File: src/shared/tca_pkg.sv
/*
 * package for the temperature conversion and limit alarm core:
 * register map, config fields, reset values, sequencer states, timing.
 * assumes a 20 MHz system clock.
 */
package tca_pkg;
    // ------------------------------------------------------------
    // register map
    // ------------------------------------------------------------
    localparam logic [2:0] ADDR_STATUS = 3'h0;
    localparam logic [2:0] ADDR_CONFIG = 3'h1;
    localparam logic [2:0] ADDR_RESULT = 3'h2;
    localparam logic [2:0] ADDR_ID     = 3'h3;
    localparam logic [2:0] ADDR_CRIT   = 3'h4;
    localparam logic [2:0] ADDR_HYST   = 3'h5;
    localparam logic [2:0] ADDR_HIGH   = 3'h6;
    localparam logic [2:0] ADDR_LOW    = 3'h7;
    // ------------------------------------------------------------
    // config fields
    // ------------------------------------------------------------
    localparam int CFG_RES      = 7;
    localparam int CFG_MODE_HI  = 6;
    localparam int CFG_MODE_LO  = 5;
    localparam int CFG_CMP      = 4;
    localparam int CFG_CRIT_POL = 3;
    localparam int CFG_LIM_POL  = 2;
    localparam int CFG_FQ_HI    = 1;
    localparam logic [1:0] MODE_CONT = 2'h0;
    localparam logic [1:0] MODE_ONE  = 2'h1;
    localparam logic [1:0] MODE_SPS  = 2'h2;
    localparam logic [1:0] MODE_SHUT = 2'h3;
    // ------------------------------------------------------------
    // reset values
    // ------------------------------------------------------------
    localparam logic [7:0]  RST_CONFIG = 8'h00;
    localparam logic [15:0] RST_RESULT = 16'h0000;
    localparam logic [15:0] RST_CRIT   = 16'h4980;
    localparam logic [7:0]  RST_HYST   = 8'h05;
    localparam logic [15:0] RST_HIGH   = 16'h2000;
    localparam logic [15:0] RST_LOW    = 16'h0500;
    localparam logic [7:0]  ID_CODE    = 8'h5a; // arbitrary value
    localparam int HYST_SHIFT = 7;
    // ------------------------------------------------------------
    // timing
    // ------------------------------------------------------------
    localparam int CLK_KHZ     = 20000;
    localparam int T_CONV_US   = 240000;
    localparam int T_FAST_US   = 6000;
    localparam int T_SPS_US    = 60000;
    localparam int T_IDLE_US   = 940000;
    localparam int T_WAKE_US   = 1000;
    // scale to cycles per microsecond first: keeps products inside int
    localparam int CONV_CYC    = T_CONV_US * (CLK_KHZ / 1000);
    localparam int FAST_CYC    = T_FAST_US * (CLK_KHZ / 1000);
    localparam int SPS_CYC     = T_SPS_US * (CLK_KHZ / 1000);
    localparam int IDLE_CYC    = T_IDLE_US * (CLK_KHZ / 1000);
    localparam int WAKE_CYC    = T_WAKE_US * (CLK_KHZ / 1000);
    localparam int CNT_W       = 25;

    typedef enum logic [1:0] {
        SEQ_OFF  = 2'b00,
        SEQ_CONV = 2'b01,
        SEQ_WAIT = 2'b10,
        SEQ_WAKE = 2'b11
    } tca_seq_t;

    typedef struct packed {
        logic        wr;
        logic        rd;
        logic [2:0]  addr;
        logic [15:0] wdata;
    } tca_req_t;
endpackage : tca_pkg

File: src/tca_core.sv
/*
 * conversion sequencer, result store, limit comparison, fault queue
 * and alarm pin drive of a temperature sensor.
 * assumes register accesses already decoded from the serial port into
 * one-cycle strobes, and a sampled converter code on adc_code.
 */
`timescale 1ns/10ps
module tca_core import tca_pkg::*; #(
    parameter int CONV_N = CONV_CYC,
    parameter int FAST_N = FAST_CYC,
    parameter int SPS_N  = SPS_CYC,
    parameter int IDLE_N = IDLE_CYC,
    parameter int WAKE_N = WAKE_CYC
) (
    input  wire logic        clk,
    input  wire logic        nrst,
    input  wire tca_req_t    req,
    input  wire logic [15:0] adc_code,
    output logic [15:0]      rdata,
    output logic             critical_alarm_pin_o,
    output logic             critical_alarm_pin_oe,
    output logic             limit_alarm_pin_o,
    output logic             limit_alarm_pin_oe
);
    // ------------------------------------------------------------
    // helpers
    // ------------------------------------------------------------
    function automatic logic signed [16:0] sx(input logic [15:0] v);
        sx = signed'({v[15], v});
    endfunction : sx

    function automatic logic [2:0] depth(input logic [1:0] q);
        depth = {1'b0, q} + 3'h1;
    endfunction : depth

    tca_seq_t         state;
    logic [CNT_W-1:0] cnt;
    logic [7:0]       cfg;
    logic [15:0]      result;
    logic [15:0]      crit_lim;
    logic [7:0]       hyst;
    logic [15:0]      high_lim;
    logic [15:0]      low_lim;
    logic             rdy_n;
    logic [2:0]       flags;
    logic [2:0]       crit_cnt;
    logic [2:0]       lim_cnt;
    logic             crit_act;
    logic             lim_act;

    logic [1:0]        mode;
    logic              cmp_mode;
    logic              done;
    logic              mode_wr;
    logic [1:0]        wr_mode;
    logic              any_rd;
    logic [15:0]       sample;
    logic signed [16:0] t;
    logic signed [16:0] hy;
    logic              v_crit;
    logic              v_high;
    logic              v_low;
    logic              in_crit;
    logic              in_lim;
    logic              trip_crit;
    logic              trip_lim;

    assign mode     = cfg[CFG_MODE_HI:CFG_MODE_LO];
    assign cmp_mode = cfg[CFG_CMP];
    assign done     = (state == SEQ_CONV) && (cnt == '0);
    assign mode_wr  = req.wr && (req.addr == ADDR_CONFIG);
    assign wr_mode  = req.wdata[CFG_MODE_HI:CFG_MODE_LO];
    assign any_rd   = req.rd;

    // ------------------------------------------------------------
    // result formatting and comparison
    // ------------------------------------------------------------
    // 16-bit step 1/128; 13-bit keeps 15:3, step 1/16
    assign sample = cfg[CFG_RES] ? adc_code
                  : {adc_code[15:3], 3'h0};
    assign t      = sx(sample);
    assign hy     = signed'(17'(hyst) << HYST_SHIFT);
    assign v_crit = t > sx(crit_lim);
    assign v_high = t > sx(high_lim);
    assign v_low  = t < sx(low_lim);
    assign in_crit = sx(result) < sx(crit_lim) - hy;
    assign in_lim  = (sx(result) < sx(high_lim) - hy)
                  && (sx(result) > sx(low_lim) + hy);
    assign trip_crit = done && v_crit
                    && (crit_cnt + 3'h1 >= depth(cfg[CFG_FQ_HI:0]));
    assign trip_lim  = done && (v_high || v_low)
                    && (lim_cnt + 3'h1 >= depth(cfg[CFG_FQ_HI:0]));

    // ------------------------------------------------------------
    // conversion sequencer
    // ------------------------------------------------------------
    always_ff @(posedge clk or negedge nrst) begin
        if (!nrst) begin
            state <= SEQ_CONV;
            cnt   <= CNT_W'(FAST_N - 1);
        end else if (mode_wr && wr_mode != mode) begin
            case (wr_mode)
                MODE_ONE: begin
                    state <= SEQ_CONV;
                    cnt   <= CNT_W'(CONV_N - 1);
                end
                MODE_SPS: begin
                    state <= SEQ_CONV;
                    cnt   <= CNT_W'(SPS_N - 1);
                end
                MODE_SHUT: begin
                    state <= SEQ_OFF;
                    cnt   <= '0;
                end
                default: begin
                    if (state == SEQ_OFF) begin
                        state <= SEQ_WAKE;
                        cnt   <= CNT_W'(WAKE_N - 1);
                    end
                end
            endcase
        end else if (mode_wr && wr_mode == MODE_ONE) begin
            state <= SEQ_CONV;
            cnt   <= CNT_W'(CONV_N - 1);
        end else if (cnt != '0) begin
            cnt <= cnt - CNT_W'(1);
        end else begin
            case (state)
                SEQ_CONV: begin
                    case (mode)
                        MODE_CONT: begin
                            cnt <= CNT_W'(CONV_N - 1);
                        end
                        MODE_SPS: begin
                            state <= SEQ_WAIT;
                            cnt   <= CNT_W'(IDLE_N - 1);
                        end
                        default: begin
                            state <= SEQ_OFF;
                        end
                    endcase
                end
                SEQ_WAIT: begin
                    state <= SEQ_CONV;
                    cnt   <= CNT_W'(SPS_N - 1);
                end
                SEQ_WAKE: begin
                    state <= SEQ_CONV;
                    cnt   <= CNT_W'(CONV_N - 1);
                end
                default: begin
                    state <= SEQ_OFF;
                end
            endcase
        end
    end

    // ------------------------------------------------------------
    // result and ready bit
    // ------------------------------------------------------------
    always_ff @(posedge clk or negedge nrst) begin
        if (!nrst) begin
            result <= RST_RESULT;
        end else if (done) begin
            // shutdown keeps the last value
            result <= cfg[CFG_RES] ? sample
                    : {sample[15:3], v_crit, v_high, v_low};
        end
    end

    always_ff @(posedge clk or negedge nrst) begin
        if (!nrst) begin
            rdy_n <= 1'b1;
        end else if (done) begin
            rdy_n <= 1'b0;
        end else if (req.rd && req.addr == ADDR_RESULT) begin
            rdy_n <= 1'b1;
        end else if (mode_wr && mode != MODE_CONT) begin
            rdy_n <= 1'b1;
        end
    end

    // ------------------------------------------------------------
    // registers
    // ------------------------------------------------------------
    always_ff @(posedge clk or negedge nrst) begin
        if (!nrst) begin
            cfg      <= RST_CONFIG;
            crit_lim <= RST_CRIT;
            hyst     <= RST_HYST;
            high_lim <= RST_HIGH;
            low_lim  <= RST_LOW;
        end else if (req.wr) begin
            case (req.addr)
                ADDR_CONFIG: cfg      <= req.wdata[7:0];
                ADDR_CRIT:   crit_lim <= req.wdata;
                ADDR_HYST:   hyst     <= req.wdata[7:0];
                ADDR_HIGH:   high_lim <= req.wdata;
                ADDR_LOW:    low_lim  <= req.wdata;
                default: begin
                end
            endcase
        end
    end

    always_ff @(posedge clk or negedge nrst) begin
        if (!nrst) begin
            rdata <= '0;
        end else if (req.rd) begin
            case (req.addr)
                ADDR_STATUS: rdata <= {8'h0, rdy_n, flags, 4'h0};
                ADDR_CONFIG: rdata <= {8'h0, cfg};
                ADDR_RESULT: rdata <= result;
                ADDR_ID:     rdata <= {8'h0, ID_CODE};
                ADDR_CRIT:   rdata <= crit_lim;
                ADDR_HYST:   rdata <= {8'h0, hyst};
                ADDR_HIGH:   rdata <= high_lim;
                default:     rdata <= low_lim;
            endcase
        end
    end

    // ------------------------------------------------------------
    // fault queue
    // ------------------------------------------------------------
    always_ff @(posedge clk or negedge nrst) begin
        if (!nrst) begin
            crit_cnt <= '0;
            lim_cnt  <= '0;
        end else if (done) begin
            crit_cnt <= !v_crit ? 3'h0
                      : (crit_cnt < 3'h4) ? crit_cnt + 3'h1 : crit_cnt;
            lim_cnt  <= !(v_high || v_low) ? 3'h0
                      : (lim_cnt < 3'h4) ? lim_cnt + 3'h1 : lim_cnt;
        end
    end

    // ------------------------------------------------------------
    // status flags: set wins over clear
    // ------------------------------------------------------------
    always_ff @(posedge clk or negedge nrst) begin
        if (!nrst) begin
            flags <= '0;
        end else begin
            if (trip_crit) begin
                flags[2] <= 1'b1;
            end else if ((req.rd && req.addr == ADDR_STATUS) || in_crit) begin
                flags[2] <= 1'b0;
            end
            if (trip_lim && v_high) begin
                flags[1] <= 1'b1;
            end else if ((req.rd && req.addr == ADDR_STATUS)
                         || sx(result) < sx(high_lim) - hy) begin
                flags[1] <= 1'b0;
            end
            if (trip_lim && v_low) begin
                flags[0] <= 1'b1;
            end else if ((req.rd && req.addr == ADDR_STATUS)
                         || sx(result) > sx(low_lim) + hy) begin
                flags[0] <= 1'b0;
            end
        end
    end

    // ------------------------------------------------------------
    // alarm state
    // ------------------------------------------------------------
    always_ff @(posedge clk or negedge nrst) begin
        if (!nrst) begin
            crit_act <= 1'b0;
        end else if (trip_crit) begin
            crit_act <= 1'b1;
        end else if (!cmp_mode && any_rd) begin
            crit_act <= 1'b0;
        end else if (cmp_mode && in_crit && (!done
                     || (mode_wr && wr_mode == MODE_ONE))) begin
            crit_act <= 1'b0;
        end
    end

    always_ff @(posedge clk or negedge nrst) begin
        if (!nrst) begin
            lim_act <= 1'b0;
        end else if (trip_lim) begin
            lim_act <= 1'b1;
        end else if (!cmp_mode && any_rd) begin
            lim_act <= 1'b0;
        end else if (cmp_mode && in_lim && (!done
                     || (mode_wr && wr_mode == MODE_ONE))) begin
            lim_act <= 1'b0;
        end
    end

    // open drain: pull low when level wanted is low
    always_ff @(posedge clk or negedge nrst) begin
        if (!nrst) begin
            critical_alarm_pin_o  <= 1'b0;
            critical_alarm_pin_oe <= 1'b0;
            limit_alarm_pin_o     <= 1'b0;
            limit_alarm_pin_oe    <= 1'b0;
        end else begin
            critical_alarm_pin_o  <= 1'b0;
            limit_alarm_pin_o     <= 1'b0;
            critical_alarm_pin_oe <= crit_act ^ cfg[CFG_CRIT_POL];
            limit_alarm_pin_oe    <= lim_act ^ cfg[CFG_LIM_POL];
        end
    end
endmodule : tca_core

File: config.mk
export PLATFORM = sky130hd
export DESIGN_NAME = tca_core
export DESIGN_NICKNAME = d
export VERILOG_FILES = /design/src/shared/tca_pkg.sv /design/src/tca_core.sv
export SDC_FILE = /design/constraint.sdc
export NUM_CORES = 1
export LEC_CHECK = 0
export BUFFER_PORTS_ARGS = -buffer_cell sky130_fd_sc_hd__buf_2
export CAP_MARGIN = 15
export CORE_MARGIN = 3
export CORE_UTILIZATION = 40
export DETAILED_ROUTE_END_ITERATION = 10
export GPL_ROUTABILITY_DRIVEN = 1
export PLACE_DENSITY_LB_ADDON = 0.2
export SYNTH_ARGS = -nofsm -noshare
export SYNTH_HDL_FRONTEND = slang
export SYNTH_SLANG_ARGS = --single-unit
File: constraint.sdc
create_clock -name clk -period 3.6 [get_ports clk]
set_input_delay 0.36 -clock clk [delete_from_list [all_inputs] [get_ports clk]]
set_output_delay 0.36 -clock clk [all_outputs]
set_load 0.02 [all_outputs]
==> Word level (Yosys, flattened, before mapping) <==
Index checks and enable logic that the tools add are counted.
{ "op_classes": {"div": 0, "shift": 0, "n_eq_ne": 22, "add_sub_neg": 7, "reduce_logical": 50, "mul": 0, "n_bitwise": 2, "magnitude_cmp": 10, "n_mux": 36} }
{ "op_table": {"columns": ["op", "n"], "rows": [
  ["$pmux 25 s3", 2],
  ["$pmux 16 s7", 1],
  ["$mux 25", 4],
  ["$pmux 25 s2", 1],
  ["$lt 16x17->1", 2],
  ["$sub 16x16->17", 2],
  ["$gt 16x16->1", 2],
  ["$logic_not 25->1", 1],
  ["$reduce_bool 25->1", 1],
  ["$sub 25x1->25 const B", 1],
  ["$logic_and 1x1->1", 19],
  ["$mux 3", 6],
  ["$add 16x16->17", 1],
  ["$gt 16x17->1", 1],
  ["$lt 16x16->1", 1],
  ["$mux 1", 15],
  ["$reduce_and 2->1", 7],
  ["$eq 3x3->1 const B", 4],
  ["$pmux 2 s2", 3],
  ["$eq 2x2->1 const B", 5],
  ["$reduce_bool 3->1", 3],
  ["$mux 2", 4],
  ["$reduce_bool 2->1", 4],
  ["$add 3x1->3 const B", 2],
  ["other kinds (21)", 35]
]} }
{ "word_totals": {"ram_bits": 0, "mem_bits_ro": 0, "inputBits": 39, "word_cells": 146, "n_memories": 0, "reg_bits": 137, "out_inout_bits": 20, "latch_bits": 0} }

==> Depth between registers and ports, before layout <==
Gate-level depths: netlist (run 1).
{ "logic_depth": {"word_depth": 8, "ltp_mapped": 19, "depth_no_buf": 19} }

==> Worst setup path before layout (run 1) <==
No wires, ideal clock.
{ "synth_timing": {"path_type": "register -> register", "from": "reg hyst[1]", "to": "reg flags[2]", "setup_slack_ns": 0.199, "required_time_ns": 3.476, "arrival_time_ns": 3.277, "setup_ns": 0.124, "stages_incl_launch_ff": 17, "period_less_slack_ns": 3.401, "path_buffers": 0, "path_cell_list": "dfrtp_1 -> inv_1 -> ha_1 -> nor2b_1 -> o21ai_0 -> a21oi_1 -> o21ai_0 -> nand2b_1 -> xnor2_1 -> ha_1 -> a21oi_1 -> o21ai_0 -> a2111oi_0 -> o21ai_0 -> a2111oi_1 -> o21ai_0 -> or2_1"} }
{ "synth_between": {"elab_chain_cells": 4} }
{ "synth_lines": {"columns": ["element", "line_no", "text"], "rows": [
  ["from (decl)", "tca_core.sv:41", "logic [7:0] hyst;"],
  ["from (signal assigned)", "tca_core.sv:197", "ADDR_HYST: hyst <= req.wdata[7:0];"],
  ["$sub 16x16->17", "tca_core.sv:86", "assign in_crit = sx(result) < sx(crit_lim) - hy;"],
  ["$lt 16x17->1", "tca_core.sv:86", null],
  ["$logic_or 1x1->1", "tca_core.sv:247", "end else if ((req.rd && req.addr == ADDR_STATUS) || in_crit) begin"],
  ["$reduce_bool 2->1 (no line)", null, null],
  ["to (signal assigned)", "tca_core.sv:243", "flags <= '0;"],
  ["to (signal assigned)", "tca_core.sv:246", "flags[2] <= 1'b1;"],
  ["to (signal assigned)", "tca_core.sv:248", "flags[2] <= 1'b0;"],
  ["to (decl)", "tca_core.sv:45", "logic [2:0] flags;"]
]} }
Every way passes these cells.
A chain may end at the register's enable or synchronous reset.

==> Final worst setup path (run 1) <==
{ "layout_timing": {"from": "reg crit_lim[8]", "to": "reg flags[2]"} }
{ "layout_between": {"elab_chain_cells": 4} }
{ "layout_lines": {"columns": ["element", "line_no", "text"], "rows": [
  ["from (decl)", "tca_core.sv:40", "logic [15:0] crit_lim;"],
  ["from (signal assigned)", "tca_core.sv:196", "ADDR_CRIT: crit_lim <= req.wdata;"],
  ["$sub 16x16->17 or $gt 16x16->1 (tied branches)", "tca_core.sv:86, tca_core.sv:83", null],
  ["$lt 16x17->1 or $logic_and 1x1->1 (tied branches)", "tca_core.sv:86, tca_core.sv:89", null],
  ["$logic_or 1x1->1 or $logic_and 1x1->1 (tied branches)", "tca_core.sv:247, tca_core.sv:90", null],
  ["$reduce_bool 2->1 (no line) or $mux 1 (tied branches)", null, null]
]} }
Several ways; a longest one is shown, not always the timed one.

==> key figures, run 1 <==
Outcome
  • Run status: completed

Critical path
  • Maximum fanout along the worst path: 3
  • Kind of start point of the critical path: flop
  • Most prevalent standard cell on the critical path: sky130_fd_sc_hd__o21ai_1
  • Worst EP required: 3910 ps
  • Worst path arrival time: 3740 ps
  • Cells traversed along the worst timing path: ha_1 -> nor2b_1 -> o21ai_2 -> a21oi_1 -> o21ai_1 -> nand2b_1 -> xnor2_1 -> ha_1 -> a21oi_2 -> o21ai_1 -> a2111oi_1 -> o21ai_1 -> a2111oi_4 -> o21ai_1 -> or2_1
  • Type of the worst setup path: flop to flop
  • Slowest stage cell, crit path: sky130_fd_sc_hd__dfstp_2
  • Delay contributed by the slowest stage of the critical path: 530 ps
  • Kind of end point of the critical path: flop

Yosys
  • Share of the synthesized area in the top cell type: ~28%
  • Warnings, synthesis: 0
  • Seq cells post-synth: 137
  • Mapped cell area: 10300 um^2
  • Synth cell count leaders: sky130_fd_sc_hd__ha_1 (136), sky130_fd_sc_hd__dfrtp_1 (114), sky130_fd_sc_hd__a21oi_1 (109)
  • Fraction of synthesis flops using an asynchronous set or reset pin: 100%
  • Number of instances in the synthesized netlist: 1147
  • Number of flops mapped to enable cells by yosys: 0
  • Yosys cell types: 80
  • Mapped Avg Cell Area: 8.95 um^2
  • Ys flop type: sky130_fd_sc_hd__dfrtp_1
  • Most frequent cell after synthesis: sky130_fd_sc_hd__ha_1
  • Cell types occupying the most area after synthesis: sky130_fd_sc_hd__dfrtp_1 (28%), sky130_fd_sc_hd__ha_1 (17%), sky130_fd_sc_hd__dfstp_2 (5.9%)
  • Cell type contributing the most total cell area after synthesis: sky130_fd_sc_hd__dfrtp_1
  • Register area share after synthesis: between 30% and 40%

Global route
  • Number of global-route vias before repair: 8654
  • Global-route congestion overflow total: 0
  • Global-route usage over all layers: about 23%
  • First-pass GRT wire length: 50.1 mm
  • Antenna violations before repair: 1
  • Largest net degree at the start of global routing: 76

Finish
  • Area added between synthesis and finish: 14.9%
  • Fraction of final layout cells with drive strength greater than 1: 18.7%
  • Final nets: 1399
  • Non-filler instance count after layout: 1558
  • N_diodes: 0

Placement
  • Final HPWL from detailed placement: 24.5 mm
  • Global placement routability congestion: 0.933
  • Port bufs: 56
  • Pre-CTS worst setup slack: -134 ps
  • Total placed cells including tap cells: 1521

Timing
  • Slew at the pin closest to its max-slew limit: 930 ps
  • Total count of max-transition violations in the final report: 0
  • Largest clock skew in the final design: 11.7 ps
  • Final hold slack: 170 ps
  • Setup violators final: 0
  • Final Cycle Share: 95.2%
  • Worst path setup slack after routing: 171 ps
  • Shortest clock period the worst path allows after layout: around 3400 ps
  • Number of hold violations in the final report: 0
  • Max-slew headroom at the worst pin: 38.0%
  • Fmax achieved: 292 MHz

Drt
  • Via count of the routed design: 8847
  • Drc violations: 0
  • Number of iterations in the first detailed-routing pass: 5
  • Via density per instance: ~5.7
  • DRC marker count from the first detailed-route iteration: between 600 and 700
  • Detail Route Antenna Nets: 0
  • Total routed wirelength: roughly 32 mm
  • Routed length per placed instance: just over 20 um

Floorplan
  • # rows: 57
  • Core Area: 24700 um^2
  • Die Width: 166 um
  • Floorplan die height: 166 um
  • Starting utilization of the core area: 41.5%
  • Top Ports: 59
  • Die Area: 27600 um^2

Clocking
  • Clock insertion delay at the later pin of the skew report: around 430 ps
  • Number of sinks driven by the clock tree: 137
  • Number of CTS-inserted buffers: 17
  • H-tree levels: 4
  • Clk Tree Root Cell: sky130_fd_sc_hd__clkbuf_16
  • TritonCTS clock tree: yes
  • Clock transition time at the flip-flop clock pins of the worst setup and hold paths: 70 ps
  • Largest buffer count on any clock path: 2

Pwr
  • Largest vdd supply drop: 0.302 mV
  • Overall power consumption: approximately 7.0 mW
  • Leakage component of the power: 5.33 nW
  • Pwr Density: 590 nW/um^2

Job
  • Max-capacitance violation count: 0

Worst hold path
  • Hold/Removal Path Class: input port to flop
-- repair_timing --
action,4_1_cts,5_1_grt
pin swaps,1,16
setup endpoints to repair,3,5
hold buffers,1,0
setup buffers,0,4
gates resized for setup,3,30
hold endpoints to repair,5,0
-- path summary, 6_finish.rpt --
kind                              from            to  slack (ps)  cells past startpoint
hold reg to reg            high_lim[5]   high_lim[5]         510                      2
setup reg to reg           crit_lim[8]      flags[2]         170                     15
hold / removal                 req[13]  crit_lim[13]         170                      3
max in group asynchronous         nrst   low_lim[10]        2200                      3
setup / recovery           crit_lim[8]      flags[2]         170                     15
min in group asynchronous         nrst        cnt[6]         500                      2
-- cells by family (layout without fill, tap and decap cells) --
group / Yosys count / in the layout / synth area share (%)
compound gates: 316 / 316 / 18.8
other cells: 1 / 2 / 0.0365
xor+xnor: 24 / 24 / 2.05
simple gates: 345 / 345 / 17.3
flops: 137 / 137 / 33.7
fa+ha+maj: 139 / 139 / 17.2
buf+inv: 130 / 216 / 5.05
mux: 55 / 55 / 5.90
-- area by class of cell --
class | instances | area, um^2
Fill cell | 2403 | 13000
Tap cell | 324 | 405
Clock inverter | 12 | 163
Sequential cell | 137 | 3460
Clock buffer | 20 | 437
Inverter | 93 | 349
Multi-Input combinational cell | 881 | 6420
Timing Repair Buffer | 91 | 564
-- through the flow --
stage               util, %  setup TNS [ps]  instance area, um^2
floorplan                 -               0                10300
global placement       44.6           -3.23                11000
detailed placement     44.6            -243                11000
CTS                    47.0               0                11600
global route           47.7           -11.2                11800
finish                 47.7               0                11800
-- critical path: cells and delay by family, from the launching register on --
kind / cells / cell delay (ps)
adder cells (fa/ha/maj): 2 / 560
XOR/XNOR: 1 / 130
AND/OR/NAND/NOR: 3 / 450
flip-flops: 1 / 530
AO/OA/AOI/OAI: 9 / 1650
-- state kept, by name, summed over array words and instances (netlist names), 8 cells and up --
name      count
cnt          25
crit_lim     16
high_lim     16
low_lim      16
rdata        16
result       16
cfg           8
hyst          8
-- cells in the final DEF, fill, tap and decap left out, types with 9 or more instances in the layout --
cell,instances
sky130_fd_sc_hd__nor2b_1,12
sky130_fd_sc_hd__nand2_1,108
sky130_fd_sc_hd__o21ai_1,11
sky130_fd_sc_hd__mux2i_1,11
sky130_fd_sc_hd__dfstp_2,23
sky130_fd_sc_hd__a21oi_1,105
sky130_fd_sc_hd__ha_1,133
sky130_fd_sc_hd__a31oi_1,22
sky130_fd_sc_hd__or3_1,12
sky130_fd_sc_hd__buf_2,55
sky130_fd_sc_hd__xnor2_1,13
sky130_fd_sc_hd__nor2_1,76
sky130_fd_sc_hd__nand4_1,10
sky130_fd_sc_hd__xor2_1,11
sky130_fd_sc_hd__mux2_2,44
sky130_fd_sc_hd__clkbuf_16,17
sky130_fd_sc_hd__a21o_1,14
sky130_fd_sc_hd__nor3_1,27
sky130_fd_sc_hd__o21ai_0,78
sky130_fd_sc_hd__dfrtp_1,114
sky130_fd_sc_hd__nand2b_1,17
sky130_fd_sc_hd__nand3_1,27
sky130_fd_sc_hd__a211oi_1,9
sky130_fd_sc_hd__inv_1,92
sky130_fd_sc_hd__buf_4,33
-- routing by layer --
| metal | global-route usage [%] | up-vias | share of wire [%] |
|---|---|---|---|
| met5 | 0 | - | 0.040 |
| met4 | 8.32 | 2 | 3.3 |
| met3 | 4.07 | 51 | 5.6 |
| met2 | 36.4 | 262 | 45 |
| met1 | 32.2 | 4252 | 46 |
| li1 | - | 4280 | - |
-- power breakdown --
part	leakage (nW)	internal [mW]	switching [mW]
clock network	0.286	1.10	0.750
registers	1.57	1.87	0.330
logic	3.47	1.29	1.62
total	5.33	4.26	2.70
No activity file was read; power rests on OpenSTA's default activity.
==> run 2, diff against run 1 <==
- PLACE_DENSITY: unset -> 0.56
- PLACE_DENSITY_LB_ADDON: 0.2 -> unset
- SLEW_MARGIN: unset -> 20
==> run 2 against run 1 <==
Against the previous run: first-iteration DRC count rose by 19%; via count rose by 0.21%; clock-buffer cell count rose by 1; register-to-register slack got worse by 20 ps; largest cell class unchanged; sequential cell count did not move; design area rose by 0.32%.
==> key figures, run 2 (synthesis results as in run 1) <==
Global route
  • Global-route usage over all layers: 23.8%
  • Antenna violations before repair: 0
  • Global-route congestion overflow total: 0
  • Largest net degree at the start of global routing: 76
  • First-pass GRT wire length: 51.2 mm
  • Number of global-route vias before repair: 8804

Critical path
  • Launching element of the worst setup path: hyst[0]
  • Type of the worst setup path: flop to flop
  • Kind of start point of the critical path: flop
  • Slowest stage cell, crit path: sky130_fd_sc_hd__dfstp_2
  • Delay contributed by the slowest stage of the critical path: 630 ps
  • Kind of end point of the critical path: flop
  • Critical R2R Launch: hyst[0]
  • Maximum fanout along the worst path: 5
  • Worst path arrival time: about 3800 ps
  • Cells traversed along the worst timing path: ha_4 -> inv_2 -> fa_2 -> a21oi_2 -> nor2_1 -> nor2_2 -> nor2b_1 -> o21ai_1 -> nand2b_1 -> xnor2_1 -> ha_1 -> buf_6 -> a21oi_4 -> a31oi_4 -> o22ai_2 -> and3b_1 -> a21oi_1 -> o21bai_1
  • Worst EP required: around 3900 ps

Clocking
  • Number of sinks driven by the clock tree: 137
  • Clock transition time at the flip-flop clock pins of the worst setup and hold paths: approximately 70 ps
  • H-tree levels: 4
  • Number of CTS-inserted buffers: 17
  • Clk Tree Root Cell: sky130_fd_sc_hd__clkbuf_16
  • Clock insertion delay at the later pin of the skew report: 440 ps
  • Largest buffer count on any clock path: 2
  • TritonCTS clock tree: yes

Floorplan
  • Core Area: roughly 25000 um^2
  • # rows: 57
  • Die Area: roughly 28000 um^2
  • Top Ports: 59
  • Floorplan die height: 166 um
  • Die Width: 166 um
  • Starting utilization of the core area: 41.5%

Pwr
  • Pwr Density: 603 nW/um^2
  • Proportion of power drawn by flip-flops and latches: 30.9%
  • Switching Power: roughly 2.8 mW
  • Largest vdd supply drop: 0.328 mV
  • Internal Pwr Total: approximately 4.3 mW
  • Clock power share: 27.1%
  • Switching share of power: about two fifths
  • Leakage component of the power: 5.34 nW
  • Overall power consumption: 7.13 mW
  • Part of the total power dissipated in combinational logic: 42.0%

Finish
  • Area added between synthesis and finish: 15.3%
  • Fraction of final layout cells with drive strength greater than 1: 19.3%
  • N_diodes: 0
  • Largest reg by FF count: cnt
  • Top library cells by usage in the layout, fill and taps aside: sky130_fd_sc_hd__ha_1 (132), sky130_fd_sc_hd__dfrtp_1 (114), sky130_fd_sc_hd__nand2_1 (108)
  • Max reg flops: 25
  • Final nets: 1397
  • Most common cell after layout, fill and taps aside: sky130_fd_sc_hd__ha_1

Drt
  • Routed wire length on met2: approximately 15 mm
  • Via count of the routed design: 8866
  • Detail Route Antenna Nets: 0
  • Routed length per placed instance: 21.1 um
  • Total routed wirelength: 32.9 mm
  • DRC marker count from the first detailed-route iteration: 719
  • Drc violations: 0
  • Number of iterations in the first detailed-routing pass: 7
  • Uppermost routed layer: met4
  • Total routed wire length on the met1 layer: 15.1 mm
  • Met3 wire length: 1.63 mm
  • Via density per instance: 5.70

Timing
  • Final Cycle Share: 95.9%
  • Shortest clock period the worst path allows after layout: 3450 ps
  • Setup violators final: 0
  • Total count of max-transition violations in the final report: 0
  • Final hold slack: approximately 160 ps
  • Number of hold violations in the final report: 0
  • Max-slew headroom at the worst pin: 40.4%
  • Slew at the pin closest to its max-slew limit: 885 ps
  • Largest clock skew in the final design: about 16 ps
  • Unrepaired setup endpoints after global routing: true
  • Fmax achieved: 290 MHz

Job
  • Max-capacitance violation count: 0

Placement
  • Port bufs: 56
  • Global placement routability congestion: 0.918
  • Final HPWL from detailed placement: 24.7 mm

Outcome
  • Run status: completed

Worst hold path
  • Hold_sp: req[10]
  • Hold/Removal Path Class: input port to flop
[run 2: metal layers]
metal | GRT usage (%) | up-vias
met5 | 0 | -
met4 | 8.10 | 0
met3 | 4.33 | 62
met2 | 38.2 | 231
met1 | 32.6 | 4303
li1 | - | 4270
[run 2: timing repair]
item                                   in CTS  in global routing
hold buffers                                1                  0
gates resized for setup                     3                 38
setup endpoints to repair                   3                  5
setup buffers                               0                  3
pin swaps                                   0                 25
cloned                                      0                  0
endpoints found under the hold margin      19                  0
[run 2: metrics by stage]
stage          cell area, um^2  setup slack [ps]  TNS, ps  util [%]  cells
3_5_place_dp             11000             -72.9     -137      44.5   1520
6_report                 11800               149        0      47.8   1556
5_1_grt                  11800             -66.9     -161      47.8   1556
3_3_place_gp             11000              17.9        0      44.5   1520
2_1_floorplan            10300               199        0         -   1148
4_1_cts                  11700              4.42        0      47.1   1553
[run 2: layout make-up]
type | instances | area [um^2]
fill | 2398 | 12900
inverter | 93 | 349
multi-input combinational | 881 | 6430
clock inverter | 11 | 160
tap | 324 | 405
clock buffer | 21 | 472
timing repair buffer | 89 | 553
sequential | 137 | 3460
[run 2: worst max-delay path, delay by kind of cell (launching register included)]
family	cells	cell delay, ps
xor+xnor	1	140
compound gates	7	940
fa+ha+maj	3	900
buf+inv	2	180
flops	1	630
simple gates	5	510
[run 2: final timing paths]
| path | end | slack [ps] | cells past startpoint |
|---|---|---|---|
| worst max-delay path | lim_act | 150 | 18 |
| worst min-delay path | crit_lim[10] | 160 | 3 |
| worst max register to register | lim_act | 150 | 18 |
| worst min register to register | high_lim[5] | 500 | 2 |
| max in group asynchronous | high_lim[13] | 2210 | 3 |
| min in group asynchronous | crit_cnt[2] | 520 | 2 |
[run 2: power groups by stage]
stage	clock network [mW]	registers, mW	logic, mW
floorplan	0	2.15	1.90
global route	2.03	2.25	3.36
global placement	0	2.22	2.68
finish	1.93	2.20	3.00
detailed placement	0	2.22	2.70
CTS	1.96	2.20	2.75
